--- config.mk ---
export PLATFORM = sky130hd
export DESIGN_NAME = flash_status_write_gating
export DESIGN_NICKNAME = d
export VERILOG_FILES = /design/src/flash_status_pkg.sv /design/src/spi_front.sv /design/src/flash_status_write_gating.sv
export SDC_FILE = /design/constraint.sdc
export NUM_CORES = 1
export LEC_CHECK = 0
export BUFFER_PORTS_ARGS = -buffer_cell sky130_fd_sc_hd__buf_2
export CAP_MARGIN = 25
export CORE_AREA = 2 2 139 141
export DETAILED_ROUTE_END_ITERATION = 10
export DIE_AREA = 0 0 141 143
export PLACE_DENSITY_LB_ADDON = 0.08
export SLEW_MARGIN = 20
export SYNTH_ARGS = -nofsm -noshare
export SYNTH_HDL_FRONTEND = slang
export SYNTH_SLANG_ARGS = --single-unit
export TNS_END_PERCENT = 5
--- constraint.sdc ---
create_clock -name clk -period 6.66 [get_ports clk]
set_clock_uncertainty 0.2 [all_clocks]
set_input_delay 1.665 -clock clk [delete_from_list [all_inputs] [get_ports clk]]
set_output_delay 1.665 -clock clk [all_outputs]
set_load 0.01 [all_outputs]
--- src/flash_status_pkg.sv ---
package flash_status_pkg;

	localparam int BIT_BUSY  = 0;
	localparam int BIT_LATCH = 1;
	localparam int BIT_BP_LO = 2;
	localparam int BIT_BP_HI = 5;
	localparam int BIT_FOUR  = 6;
	localparam int BIT_LOCK  = 7;

	localparam logic [7:0] STATUS_RESET = 8'h00;
	localparam logic [5:0] NV_RESET     = 6'h00;

	localparam logic [7:0] OP_LATCH_SET    = 8'h06;
	localparam logic [7:0] OP_STATUS_WRITE = 8'h01;
	localparam logic [7:0] OP_ERASE_ALL_A  = 8'hc7;
	localparam logic [7:0] OP_ERASE_ALL_B  = 8'h60;

	localparam logic [2:0] ADDR_BYTES_3 = 3'h3;
	localparam logic [2:0] ADDR_BYTES_4 = 3'h4;
	localparam logic [2:0] DATA_BYTES_1 = 3'h1;
	localparam logic [2:0] BYTE_CNT_MAX = 3'h7;
	localparam logic [2:0] BIT_LAST     = 3'h7;

	localparam int         BLOCK_LSB   = 16;
	localparam logic [9:0] BLOCK_TOTAL = 10'h200;

	localparam int WE_OPS_N = 39;
	localparam logic [7:0] WE_OPS [WE_OPS_N] = '{
		8'h02, 8'h12, 8'h32, 8'h38, 8'h34, 8'h3e, 8'hd7, 8'h20, 8'h21, 8'h52,
		8'h5c, 8'hd8, 8'hdc, 8'hc7, 8'h60, 8'h01, 8'h42, 8'h65, 8'h63, 8'h85,
		8'h83, 8'h64, 8'h62, 8'h15, 8'h18, 8'hc5, 8'hfb, 8'he1, 8'hfd, 8'he3,
		8'he4, 8'h2f, 8'ha6, 8'h91, 8'h7e, 8'h98, 8'he8, 8'h43, 8'h4a};

	localparam int ARRAY_OPS_N = 13;
	localparam logic [7:0] ARRAY_OPS [ARRAY_OPS_N] = '{
		8'h02, 8'h12, 8'h32, 8'h38, 8'h34, 8'h3e, 8'hd7, 8'h20, 8'h21, 8'h52,
		8'h5c, 8'hd8, 8'hdc};

	localparam int ADDR4_OPS_N = 6;
	localparam logic [7:0] ADDR4_OPS [ADDR4_OPS_N] = '{
		8'h12, 8'h34, 8'h3e, 8'h21, 8'h5c, 8'hdc};

	function automatic logic in_we_set(input logic [7:0] op);
		logic hit;
		hit = 1'b0;
		for (int i = 0; i < WE_OPS_N; i++) hit = hit | (WE_OPS[i] == op);
		return hit;
	endfunction

	function automatic logic in_array_set(input logic [7:0] op);
		logic hit;
		hit = 1'b0;
		for (int i = 0; i < ARRAY_OPS_N; i++) hit = hit | (ARRAY_OPS[i] == op);
		return hit;
	endfunction

	function automatic logic in_addr4_set(input logic [7:0] op);
		logic hit;
		hit = 1'b0;
		for (int i = 0; i < ADDR4_OPS_N; i++) hit = hit | (ADDR4_OPS[i] == op);
		return hit;
	endfunction

	// Number of 64KB blocks covered by a protect pattern.
	function automatic logic [9:0] protect_count(input logic [3:0] bp);
		logic [9:0] n;
		case (bp)
			4'h0:    n = 10'h000;
			4'ha:    n = 10'h180;
			4'hb:    n = 10'h1c0;
			4'hc:    n = 10'h1e0;
			4'hd:    n = 10'h1f0;
			4'he:    n = 10'h1f8;
			4'hf:    n = 10'h200;
			default: n = 10'h001 << (bp - 4'h1);
		endcase
		return n;
	endfunction

	typedef enum logic [1:0] {
		FR_IDLE = 2'b00,
		FR_CMD  = 2'b01,
		FR_READ = 2'b11,
		FR_DROP = 2'b10
	} frame_t;

endpackage

--- src/spi_front.sv ---
`timescale 1ns/1ps
module spi_front (
	input  wire logic       clk,
	input  wire logic       rst_n,
	input  wire logic       sck,
	input  wire logic       cs_n,
	input  wire logic       si,
	input  wire logic       wp_n,
	output logic            cs_active,
	output logic            cs_rise,
	output logic            sck_fall,
	output logic [2:0]      bit_phase,
	output logic            byte_valid,
	output logic [7:0]      byte_data,
	output logic [2:0]      byte_index,
	output logic            wp_n_sync
);
	import flash_status_pkg::*;

	logic [3:0] meta_reg;
	logic [3:0] sync_reg;
	logic       sck_prev_reg;
	logic       cs_prev_reg;
	logic [6:0] shift_reg;
	logic [2:0] next_index_reg;
	logic       sck_rise;

	////////////////////////////////////////////////////////////////////////////
	// Every pin goes through two flops; only the second stage is ever read.
	genvar g;
	generate
		for (g = 0; g < 4; g++) begin : g_sync
			always_ff @(posedge clk or negedge rst_n) begin
				if (!rst_n) begin
					meta_reg[g] <= (g == 1 || g == 3);
					sync_reg[g] <= (g == 1 || g == 3);
				end else begin
					meta_reg[g] <= (g == 0) ? sck : (g == 1) ? cs_n : (g == 2) ? si : wp_n;
					sync_reg[g] <= meta_reg[g];
				end
			end
		end
	endgenerate

	always_ff @(posedge clk or negedge rst_n) begin
		if (!rst_n) begin
			sck_prev_reg <= 1'b0;
			cs_prev_reg  <= 1'b1;
		end else begin
			sck_prev_reg <= sync_reg[0];
			cs_prev_reg  <= sync_reg[1];
		end
	end

	assign cs_active = !sync_reg[1];
	assign cs_rise   = sync_reg[1] && !cs_prev_reg;
	assign sck_rise  = cs_active && sync_reg[0] && !sck_prev_reg;
	assign sck_fall  = cs_active && !sync_reg[0] && sck_prev_reg;
	assign wp_n_sync = sync_reg[3];

	////////////////////////////////////////////////////////////////////////////
	// Bytes are assembled MSB first on rising edges of the serial clock.
	always_ff @(posedge clk or negedge rst_n) begin
		if (!rst_n) begin
			shift_reg      <= 7'h00;
			bit_phase      <= 3'h0;
			next_index_reg <= 3'h0;
			byte_valid     <= 1'b0;
			byte_data      <= 8'h00;
			byte_index     <= 3'h0;
		end else begin
			byte_valid <= 1'b0;
			if (!cs_active) begin
				bit_phase      <= 3'h0;
				next_index_reg <= 3'h0;
			end else if (sck_rise) begin
				shift_reg <= {shift_reg[5:0], sync_reg[2]};
				bit_phase <= bit_phase + 3'h1;
				if (bit_phase == BIT_LAST) begin
					byte_valid <= 1'b1;
					byte_data  <= {shift_reg, sync_reg[2]};
					byte_index <= next_index_reg;
					if (next_index_reg != BYTE_CNT_MAX) begin
						next_index_reg <= next_index_reg + 3'h1;
					end
				end
			end
		end
	end

endmodule

--- src/flash_status_write_gating.sv ---
`timescale 1ns/1ps
module flash_status_write_gating #(
	parameter logic [7:0] LATCH_CLEAR_OP = 8'h04,
	parameter logic [7:0] STATUS_READ_OP = 8'h05,
	parameter logic [7:0] SUSPEND_OP     = 8'h75,
	parameter logic [7:0] SOFT_RESET_OP  = 8'h99
) (
	input  wire logic        clk,
	input  wire logic        arst_n,
	input  wire logic        sck,
	input  wire logic        cs_n,
	input  wire logic        si,
	input  wire logic        wp_n,
	output logic             so,
	output logic             so_oe,
	input  wire logic        four_byte_mode,
	input  wire logic        protect_bottom,
	input  wire logic        op_done,
	output logic             op_start,
	output logic [7:0]       op_code,
	output logic [31:0]      op_addr,
	output logic             suspend_req,
	output logic             soft_reset_req,
	output logic             busy_flag,
	output logic             write_latch,
	output logic [3:0]       protect_bits,
	output logic             four_line_enable,
	output logic             status_write_lock
);
	import flash_status_pkg::*;

	logic        rst_meta_reg;
	logic        rst_n;
	logic        cs_active;
	logic        cs_rise;
	logic        sck_fall;
	logic [2:0]  bit_phase;
	logic        byte_valid;
	logic [7:0]  byte_data;
	logic [2:0]  byte_index;
	logic        wp_n_sync;
	frame_t      frame_reg;
	logic [7:0]  cmd_reg;
	logic [2:0]  cnt_reg;
	logic [31:0] addr_reg;
	logic [7:0]  wdata_reg;
	logic [5:0]  nv_reg;
	logic        array_busy_reg;
	logic [7:0]  out_reg;
	logic [7:0]  status_word;
	logic        allowed;
	logic        exec;
	logic        addr4;
	logic [2:0]  need;
	logic [8:0]  block;
	logic [9:0]  pcount;
	logic        area_locked;
	logic        status_locked;
	logic        go;

	////////////////////////////////////////////////////////////////////////////
	always_ff @(posedge clk or negedge arst_n) begin
		if (!arst_n) begin
			rst_meta_reg <= 1'b0;
			rst_n        <= 1'b0;
		end else begin
			rst_meta_reg <= 1'b1;
			rst_n        <= rst_meta_reg;
		end
	end

	spi_front u_front (
		.clk        (clk),
		.rst_n      (rst_n),
		.sck        (sck),
		.cs_n       (cs_n),
		.si         (si),
		.wp_n       (wp_n),
		.cs_active  (cs_active),
		.cs_rise    (cs_rise),
		.sck_fall   (sck_fall),
		.bit_phase  (bit_phase),
		.byte_valid (byte_valid),
		.byte_data  (byte_data),
		.byte_index (byte_index),
		.wp_n_sync  (wp_n_sync)
	);

	assign status_word = {nv_reg, write_latch, busy_flag};
	assign protect_bits      = nv_reg[BIT_BP_HI-2:BIT_BP_LO-2];
	assign four_line_enable  = nv_reg[BIT_FOUR-2];
	assign status_write_lock = nv_reg[BIT_LOCK-2];

	////////////////////////////////////////////////////////////////////////////
	// Opcode admission is decided on the opcode byte, so a busy device drops a
	// whole frame rather than half-executing it.
	always_comb begin
		allowed = !busy_flag;
		if (byte_data == STATUS_READ_OP || byte_data == SOFT_RESET_OP) begin
			allowed = 1'b1;
		end
		if (byte_data == SUSPEND_OP && array_busy_reg) begin
			allowed = 1'b1;
		end
	end

	always_ff @(posedge clk or negedge rst_n) begin
		if (!rst_n) begin
			frame_reg <= FR_IDLE;
			cmd_reg   <= 8'h00;
		end else begin
			unique case (frame_reg)
				FR_IDLE: if (cs_active) frame_reg <= FR_CMD;
				FR_CMD: begin
					if (cs_rise) begin
						frame_reg <= FR_IDLE;
					end else if (byte_valid && byte_index == 3'h0) begin
						cmd_reg <= byte_data;
						if (!allowed) begin
							frame_reg <= FR_DROP;
						end else if (byte_data == STATUS_READ_OP) begin
							frame_reg <= FR_READ;
						end
					end
				end
				FR_READ: if (cs_rise) frame_reg <= FR_IDLE;
				FR_DROP: if (cs_rise) frame_reg <= FR_IDLE;
			endcase
		end
	end

	////////////////////////////////////////////////////////////////////////////
	// Address bytes stop shifting once complete so trailing data cannot spoil them.
	assign addr4 = in_addr4_set(cmd_reg) || four_byte_mode;
	assign need  = in_array_set(cmd_reg) ? (addr4 ? ADDR_BYTES_4 : ADDR_BYTES_3) :
		(cmd_reg == OP_STATUS_WRITE) ? DATA_BYTES_1 : 3'h0;

	always_ff @(posedge clk or negedge rst_n) begin
		if (!rst_n) begin
			cnt_reg   <= 3'h0;
			addr_reg  <= 32'h0000_0000;
			wdata_reg <= 8'h00;
		end else if (frame_reg == FR_IDLE) begin
			cnt_reg <= 3'h0;
		end else if (byte_valid && byte_index != 3'h0) begin
			if (cnt_reg != BYTE_CNT_MAX) cnt_reg <= cnt_reg + 3'h1;
			if (cnt_reg < need) addr_reg <= {addr_reg[23:0], byte_data};
			if (byte_index == 3'h1) wdata_reg <= byte_data;
		end
	end

	assign block  = addr4 ? addr_reg[BLOCK_LSB+8:BLOCK_LSB] : {1'b0, addr_reg[BLOCK_LSB+7:BLOCK_LSB]};
	assign pcount = protect_count(protect_bits);
	assign area_locked = protect_bottom ? ({1'b0, block} < pcount) :
		({1'b0, block} >= (BLOCK_TOTAL - pcount));
	assign status_locked = status_write_lock && !wp_n_sync;

	assign exec = cs_rise && frame_reg == FR_CMD;

	always_comb begin
		go = exec && in_we_set(cmd_reg) && write_latch && cnt_reg >= need;
		if (cmd_reg == OP_STATUS_WRITE && status_locked) go = 1'b0;
		if ((cmd_reg == OP_ERASE_ALL_A || cmd_reg == OP_ERASE_ALL_B) && protect_bits != 4'h0) begin
			go = 1'b0;
		end
		if (in_array_set(cmd_reg) && area_locked) go = 1'b0;
	end

	////////////////////////////////////////////////////////////////////////////
	always_ff @(posedge clk or negedge rst_n) begin
		if (!rst_n) begin
			busy_flag      <= STATUS_RESET[BIT_BUSY];
			array_busy_reg <= 1'b0;
		end else if (busy_flag && op_done) begin
			busy_flag      <= 1'b0;
			array_busy_reg <= 1'b0;
		end else if (go) begin
			busy_flag      <= 1'b1;
			array_busy_reg <= in_array_set(cmd_reg) ||
				cmd_reg == OP_ERASE_ALL_A || cmd_reg == OP_ERASE_ALL_B;
		end
	end

	// The status write path is absent here on purpose: it must not touch the latch.
	always_ff @(posedge clk or negedge rst_n) begin
		if (!rst_n) begin
			write_latch <= STATUS_RESET[BIT_LATCH];
		end else if (busy_flag && op_done) begin
			write_latch <= 1'b0;
		end else if (exec && cmd_reg == OP_LATCH_SET) begin
			write_latch <= 1'b1;
		end else if (exec && cmd_reg == LATCH_CLEAR_OP) begin
			write_latch <= 1'b0;
		end
	end

	always_ff @(posedge clk or negedge rst_n) begin
		if (!rst_n) begin
			nv_reg <= NV_RESET;
		end else if (go && cmd_reg == OP_STATUS_WRITE) begin
			nv_reg <= wdata_reg[BIT_LOCK:BIT_BP_LO];
		end
	end

	always_ff @(posedge clk or negedge rst_n) begin
		if (!rst_n) begin
			op_start       <= 1'b0;
			op_code        <= 8'h00;
			op_addr        <= 32'h0000_0000;
			suspend_req    <= 1'b0;
			soft_reset_req <= 1'b0;
		end else begin
			op_start       <= go;
			suspend_req    <= exec && cmd_reg == SUSPEND_OP && array_busy_reg && !op_done;
			soft_reset_req <= exec && cmd_reg == SOFT_RESET_OP;
			if (go) begin
				op_code <= cmd_reg;
				op_addr <= addr4 ? addr_reg : {8'h00, addr_reg[23:0]};
			end
		end
	end

	////////////////////////////////////////////////////////////////////////////
	// Each byte boundary reloads the live word, so a poll sees busy drop mid-frame.
	always_ff @(posedge clk or negedge rst_n) begin
		if (!rst_n) begin
			out_reg <= 8'h00;
			so      <= 1'b0;
		end else if (frame_reg == FR_READ && sck_fall) begin
			if (bit_phase == 3'h0) begin
				so      <= status_word[7];
				out_reg <= {status_word[6:0], 1'b0};
			end else begin
				so      <= out_reg[7];
				out_reg <= {out_reg[6:0], 1'b0};
			end
		end
	end

	assign so_oe = frame_reg == FR_READ;
endmodule

# Word level (Yosys, flattened, before mapping)
# Index checks and enable logic that the tools add are counted.
# classes
add_sub_neg	5
magnitude_cmp	4
eq_ne	66
shifts	1
n_mux	40
n_bitwise	46
reduce_logical	59
# op_table
cell	n
$eq A8 B8 Y1 const A	16
$eq A7 B8 Y1 const A	11
$pmux W10 S7	1
$eq A6 B8 Y1 const A	7
$or A1 B1 Y1	43
$mux W3	11
$mux W32	1
$logic_and A1 B1 Y1	25
$eq A4 B4 Y1 const B	6
$eq A5 B8 Y1 const A	3
$eq A8 B3 Y1 const B	3
$eq A8 B7 Y1 const B	3
$eq A8 B8 Y1 const B	3
$mux W1	18
$reduce_and A3 Y1	5
$mux W2	6
$reduce_bool A2 Y1	6
$ge A9 B10 Y1	1
$lt A9 B10 Y1	1
$shl A1 B4 Y10 const A	1
$sub A10 B10 Y10 const A	1
$add A3 B1 Y3 const B	3
$mux W9	1
$ne A3 B3 Y1 const B	3
other kinds (26)	42
# word_totals
register_bits	151
in_bits	9
out_inout_bits	53
word_cells	255

# Logic depth before layout (Yosys ltp)
# logic_depth
word_depth	47
depth_mapped	17
depth_no_buf	14

# Cells and area by module
# A second synthesis with hierarchy kept.
# hier_totals
hier_cells	588
hier_area_um2	7317.0
# modules_own_cells
module	n_inst	cells_per_inst	area_per_inst_um2	seq_area_each_um2
flash_status_write_gating	1	508	5995.8	2827.7
spi_front	1	80	1321.3	882.1

# Least setup slack after synthesis
# Ideal clock, no wire load.
# synth_path
kind	input to register
startpoint	input four_byte_mode
endpoint	register op_addr[10]
setup_time_ns	0.125
t_arrival_ns	3.961
required_ns	6.335
path_slack_ns	2.374
path_stages	10
n_path_buf	1
path_cell_list	a211oi_1 nand2_1 ha_1 a211o_1 o2111ai_1 a31oi_1 o21ai_1 a211oi_4 buf_6 mux2_4
# synth_between
elab_chain_len	8
elab_cells_between_ends	13
classes_between	order compare (3); mux (7); reduce/logical (3)
# synth_rtl
element	line_no	source
from (decl)	flash_status_write_gating.sv:16	input wire logic four_byte_mode,
$logic_or A1 B1 Y1 (*)	flash_status_write_gating.sv:134	assign addr4 = in_addr4_set(cmd_reg) || four_byte_mode;
parallel branches: the longest is 6 deep, another holds $ge A9 B10 Y1	n/a	
$mux W1 (*)	flash_status_write_gating.sv:166	if (in_array_set(cmd_reg) && area_locked) go = 1'b0;
to (signal assigned)	flash_status_write_gating.sv:218	op_addr <= addr4 ? addr_reg : {8'h00, addr_reg[23:0]};
to (decl)	flash_status_write_gating.sv:21	output logic [31:0] op_addr,
# Every way passes the cells marked *.
# A chain may end at the register's enable or synchronous reset.

# Worst setup path in the final report
# layout_path
startpoint	register cmd_reg[3]
endpoint	register op_addr[0]
# layout_between
elab_chain_len	45
elab_cells_between_ends	104
classes_between	order compare (3); eq/ne (42); mux (8); bitwise (43); reduce/logical (8)
# layout_rtl
element	line_no	source
from (decl)	flash_status_write_gating.sv:43	logic [7:0] cmd_reg;
from (signal assigned)	flash_status_write_gating.sv:118	cmd_reg <= byte_data;
$eq A2 B8 Y1 / $eq A5 B8 Y1 (equally long branches)	flash_status_pkg.sv:46, flash_status_pkg.sv:53, flash_status_pkg.sv:60	
$or A1 B1 Y1 (12 in a row)	flash_status_pkg.sv:46, flash_status_pkg.sv:53	
$or A1 B1 Y1 (26 in a row)	flash_status_pkg.sv:46	for (int i = 0; i < WE_OPS_N; i++) hit = hit | (WE_OPS[i] == op);
$logic_and A1 B1 Y1 (3 in a row)	flash_status_write_gating.sv:161	go = exec && in_we_set(cmd_reg) && write_latch && cnt_reg >= need;
$mux W1	flash_status_write_gating.sv:162	if (cmd_reg == OP_STATUS_WRITE && status_locked) go = 1'b0;
$mux W1	flash_status_write_gating.sv:163	if ((cmd_reg == OP_ERASE_ALL_A || cmd_reg == OP_ERASE_ALL_B) && protect_bits != 4'h0) begin
$mux W1 (*)	flash_status_write_gating.sv:166	
# Mark *: on every way between the ends. The rest lies on a longest branch, timed or not.

==> out/results.ini <==
[status]
status = finished, final reports clean

[clock_network]
tritoncts = built
cts_root_buffer = clkbuf_16
clock-sinks = 148
insertion_delay_ns = 0.42
cts_resized = 0
cts_setup_buffers = 0
hold_buffers = 0
cts.clk_slew.worst_paths_ns = 0.06
cts_buffer_depth = 2
htree_levels = 4
numCtsBuffers = 17

[layout]
drive_above_1_share_pct = 32.1
final_cell_count_no_fill = 900
final_cell_area_sq_um = 8350
syn2layout_area_growth_pct = 14.5
regArea_sq_um = 3710
diodes = 0
nFillCells = 1745
multiInputGateArea_sq_um = 3300
layout.nets = 690

[worst_setup_path]
required_ns = 6.77
cp-end-kind = flip-flop
cp.arrival_ns = 4.95
cp_max_fo = 42
startpoint_type = flip-flop
critical_path_class = reg2reg

[job]
drv_cap = 0

[logic_synthesis]
avgSynthCellArea_sq_um = 12.0
yosysTopAreaCell = dfrtp_1
synthTopCellsByArea = dfrtp_1 49%, mux2_2 11%, mux2_4 6.2%
synth_top_area_share_pct = 49.1
ys_ff_latch = 148
yosysWarningCount = 0
synth_edf_count = 0
yosysUniqueCellTypes = 69
synthXorXnorAreaFrac_pct = 1.08
synth_nets = 643
synth_top_family_by_area = multiplexers
synth_mux_area_share_pct = 18.5
ys.flop_type = dfrtp_1
ys_seq_area_share_pct = 50.9
netlist_area_sq_um = 7290
synth_compound_area_share_pct = 8.78
ys_async_sr_fraction_pct = 100
netlist_instances = 606
synthAdderAreaFrac_pct = 4.94
synthSimpleGateAreaFrac_pct = 12.0

[die]
initial_utilization_pct = 39.3
io_pins = 62
fp-row-count = 50
core_area_sq_um = 18600
dieArea_sq_um = 20200
die_y_um = 143
die_x_um = 141

[power]
power_switching_w = 0.000443
p_int_w = 0.00153
p_sw_share_pct = 22.5
irDropWorstVdd_mv = 0.181
p_per_area_nw_per_um2 = 236
power_leakage_nw = 3.97
p_clk_share_pct = 49.3
power_frac_seq_pct = 47.9
power_frac_comb_pct = 2.8

[route]
drtIter0Drc = 336
drc = 0
wl_per_cell_um = 17.6
viasPerCell = 5.24
vias = 4720
wl_mm = 15.8
ant_nets = 0
dr.pass1.iters = 4

[timing]
max_freq_mhz = 207
final_max_slew_viol_count = 0
worst_pin_slew_ns = 0.960
rsz0062_at_grt = false
max_slew_margin_pct = 35.8
fin_crit_ns = 4.84
finalCritPeriodShare_pct = 72.7
tns_ns = 0
worst_slack_ns = 1.82
hold_viol = 0
setup_violations = 0

[global_routing]
grt_first_pass_wirelength_mm = 26.5
overflow = 0
first_global_vias = 4821
grt_max_degree = 77
grt_usage_pct = 16.8
antenna_found_initial = 0

[placement]
numPortBuffers = 61
gp_congestion = 0.786
dp.cells = 867
dpl.hpwl_mm = 10.8
dpl_worst_slack_ns = 1.62
place_area_sq_um = 7720

[min_path]
min_path_type = reg2async

## worst max-delay path, cell delays in order (launching register included)
cell,delay (ns)
dfrtp_1,0.78
or2_1,0.38
a2111oi_4,0.12
a221o_1,0.33
or2_2,0.32
nand2_1,0.11
nand2_1,0.06
ha_1,0.26
nand2b_1,0.09
a211o_1,0.12
o2111ai_1,0.11
a31oi_1,0.24
o21ai_1,0.26
a211oi_4,0.27
buf_4,0.59
mux2_2,0.41
## area by class of cell
class / instances / share of cell area, %
clock buffers: 19 / 5.42
clock inverters: 13 / 1.75
inverters: 23 / 1.03
multi-input cells: 398 / 39.6
flip-flops and latches: 148 / 44.5
well taps: 234 / 3.51
repair buffers: 65 / 4.26
## logic make-up after synthesis
kind of cell	count (synthesis)
buf+inv	60
simple gates	159
xor+xnor	9
other cells	1
fa+ha+maj	29
mux	111
compound gates	89
flops	148
## cell usage after synthesis, types with 3 or more instances
cell type / n
dfrtp_1: 143
mux2_2: 69
nor2_1: 36
mux2_4: 30
ha_1: 28
nand2_1: 27
o21ai_0: 24
inv_1: 23
clkbuf_1: 18
a21oi_1: 17
nand2b_1: 13
mux2i_1: 12
nor2b_1: 12
nand3_1: 11
nor3_1: 10
buf_2: 9
xnor2_1: 8
nand4_1: 7
o2bb2ai_1: 7
or3_1: 7
nor4_1: 6
dfstp_2: 5
o2111ai_1: 5
a211oi_1: 4
buf_4: 4
buf_6: 4
nand3b_1: 4
a22oi_1: 3
a31oi_1: 3
and2_1: 3
and3_1: 3
nand4b_1: 3
o211ai_1: 3
## worst paths after layout
path | endpoint | slack [ns] | cells after the start | start
min in group clk | u_front.sync_reg[2] | 0.15 | 0 | u_front.meta_reg[2]
worst max-delay path | op_addr[0] | 1.82 | 15 | cmd_reg[3]
worst min register to register | op_addr[14] | 0.07 | 0 | rst_n
worst max register to register | op_addr[0] | 1.82 | 15 | cmd_reg[3]
max in group asynchronous | addr_reg[25] | 4.69 | 2 | rst_n
worst min-delay path | op_addr[14] | 0.07 | 0 | rst_n
## power by group through the flow
stage	Clock (W)	Combinational, W	Sequential, W
finish	0.000971	0.0000547	0.000942
global route	0.00104	0.0000624	0.000945
CTS	0.000997	0.0000490	0.000948
detailed placement	0	0.0000489	0.000964
global placement	0	0.0000473	0.000963
floorplan	0	0.0000323	0.000962
## stage by stage
stage                     hold slack [ns]  total power (W)  util [%]
after detailed placement            0.135          0.00101      41.6
after global routing                0.104          0.00204      44.9
final                              0.0653          0.00197      44.9
after floorplan                     0.131         0.000994         -
after global placement              0.133          0.00101      41.6
after CTS                           0.149          0.00199      44.8
## per-layer routing
| layer | global-route usage [%] | up-vias | part of all wire [%] |
|---|---|---|---|
| met4 | 6.05 | 0 | 1.5 |
| met1 | 23.7 | 2362 | 49 |
| met5 | 0 | - | 0 |
| met3 | 3.12 | 18 | 2.8 |
| li1 | - | 2265 | - |
| met2 | 26.1 | 75 | 47 |
## layout by cell type (no fill, tap or decap), types with 4 or more instances in the layout
master / instances
a21oi_1: 17
nand2_1: 27
nor2_1: 36
nand3b_1: 4
or3_1: 7
dfrtp_1: 142
nand2b_1: 13
nor4_1: 6
inv_6: 4
inv_1: 23
nor3_1: 10
o2111ai_1: 5
xnor2_1: 8
o2bb2ai_1: 7
clkbuf_16: 17
mux2_4: 30
nand3_1: 11
mux2_2: 69
a211oi_1: 4
o21ai_0: 24
ha_1: 28
buf_2: 61
nand4_1: 7
mux2i_1: 12
nor2b_1: 12
dfstp_2: 5
No activity file was read; power rests on OpenSTA's default activity.
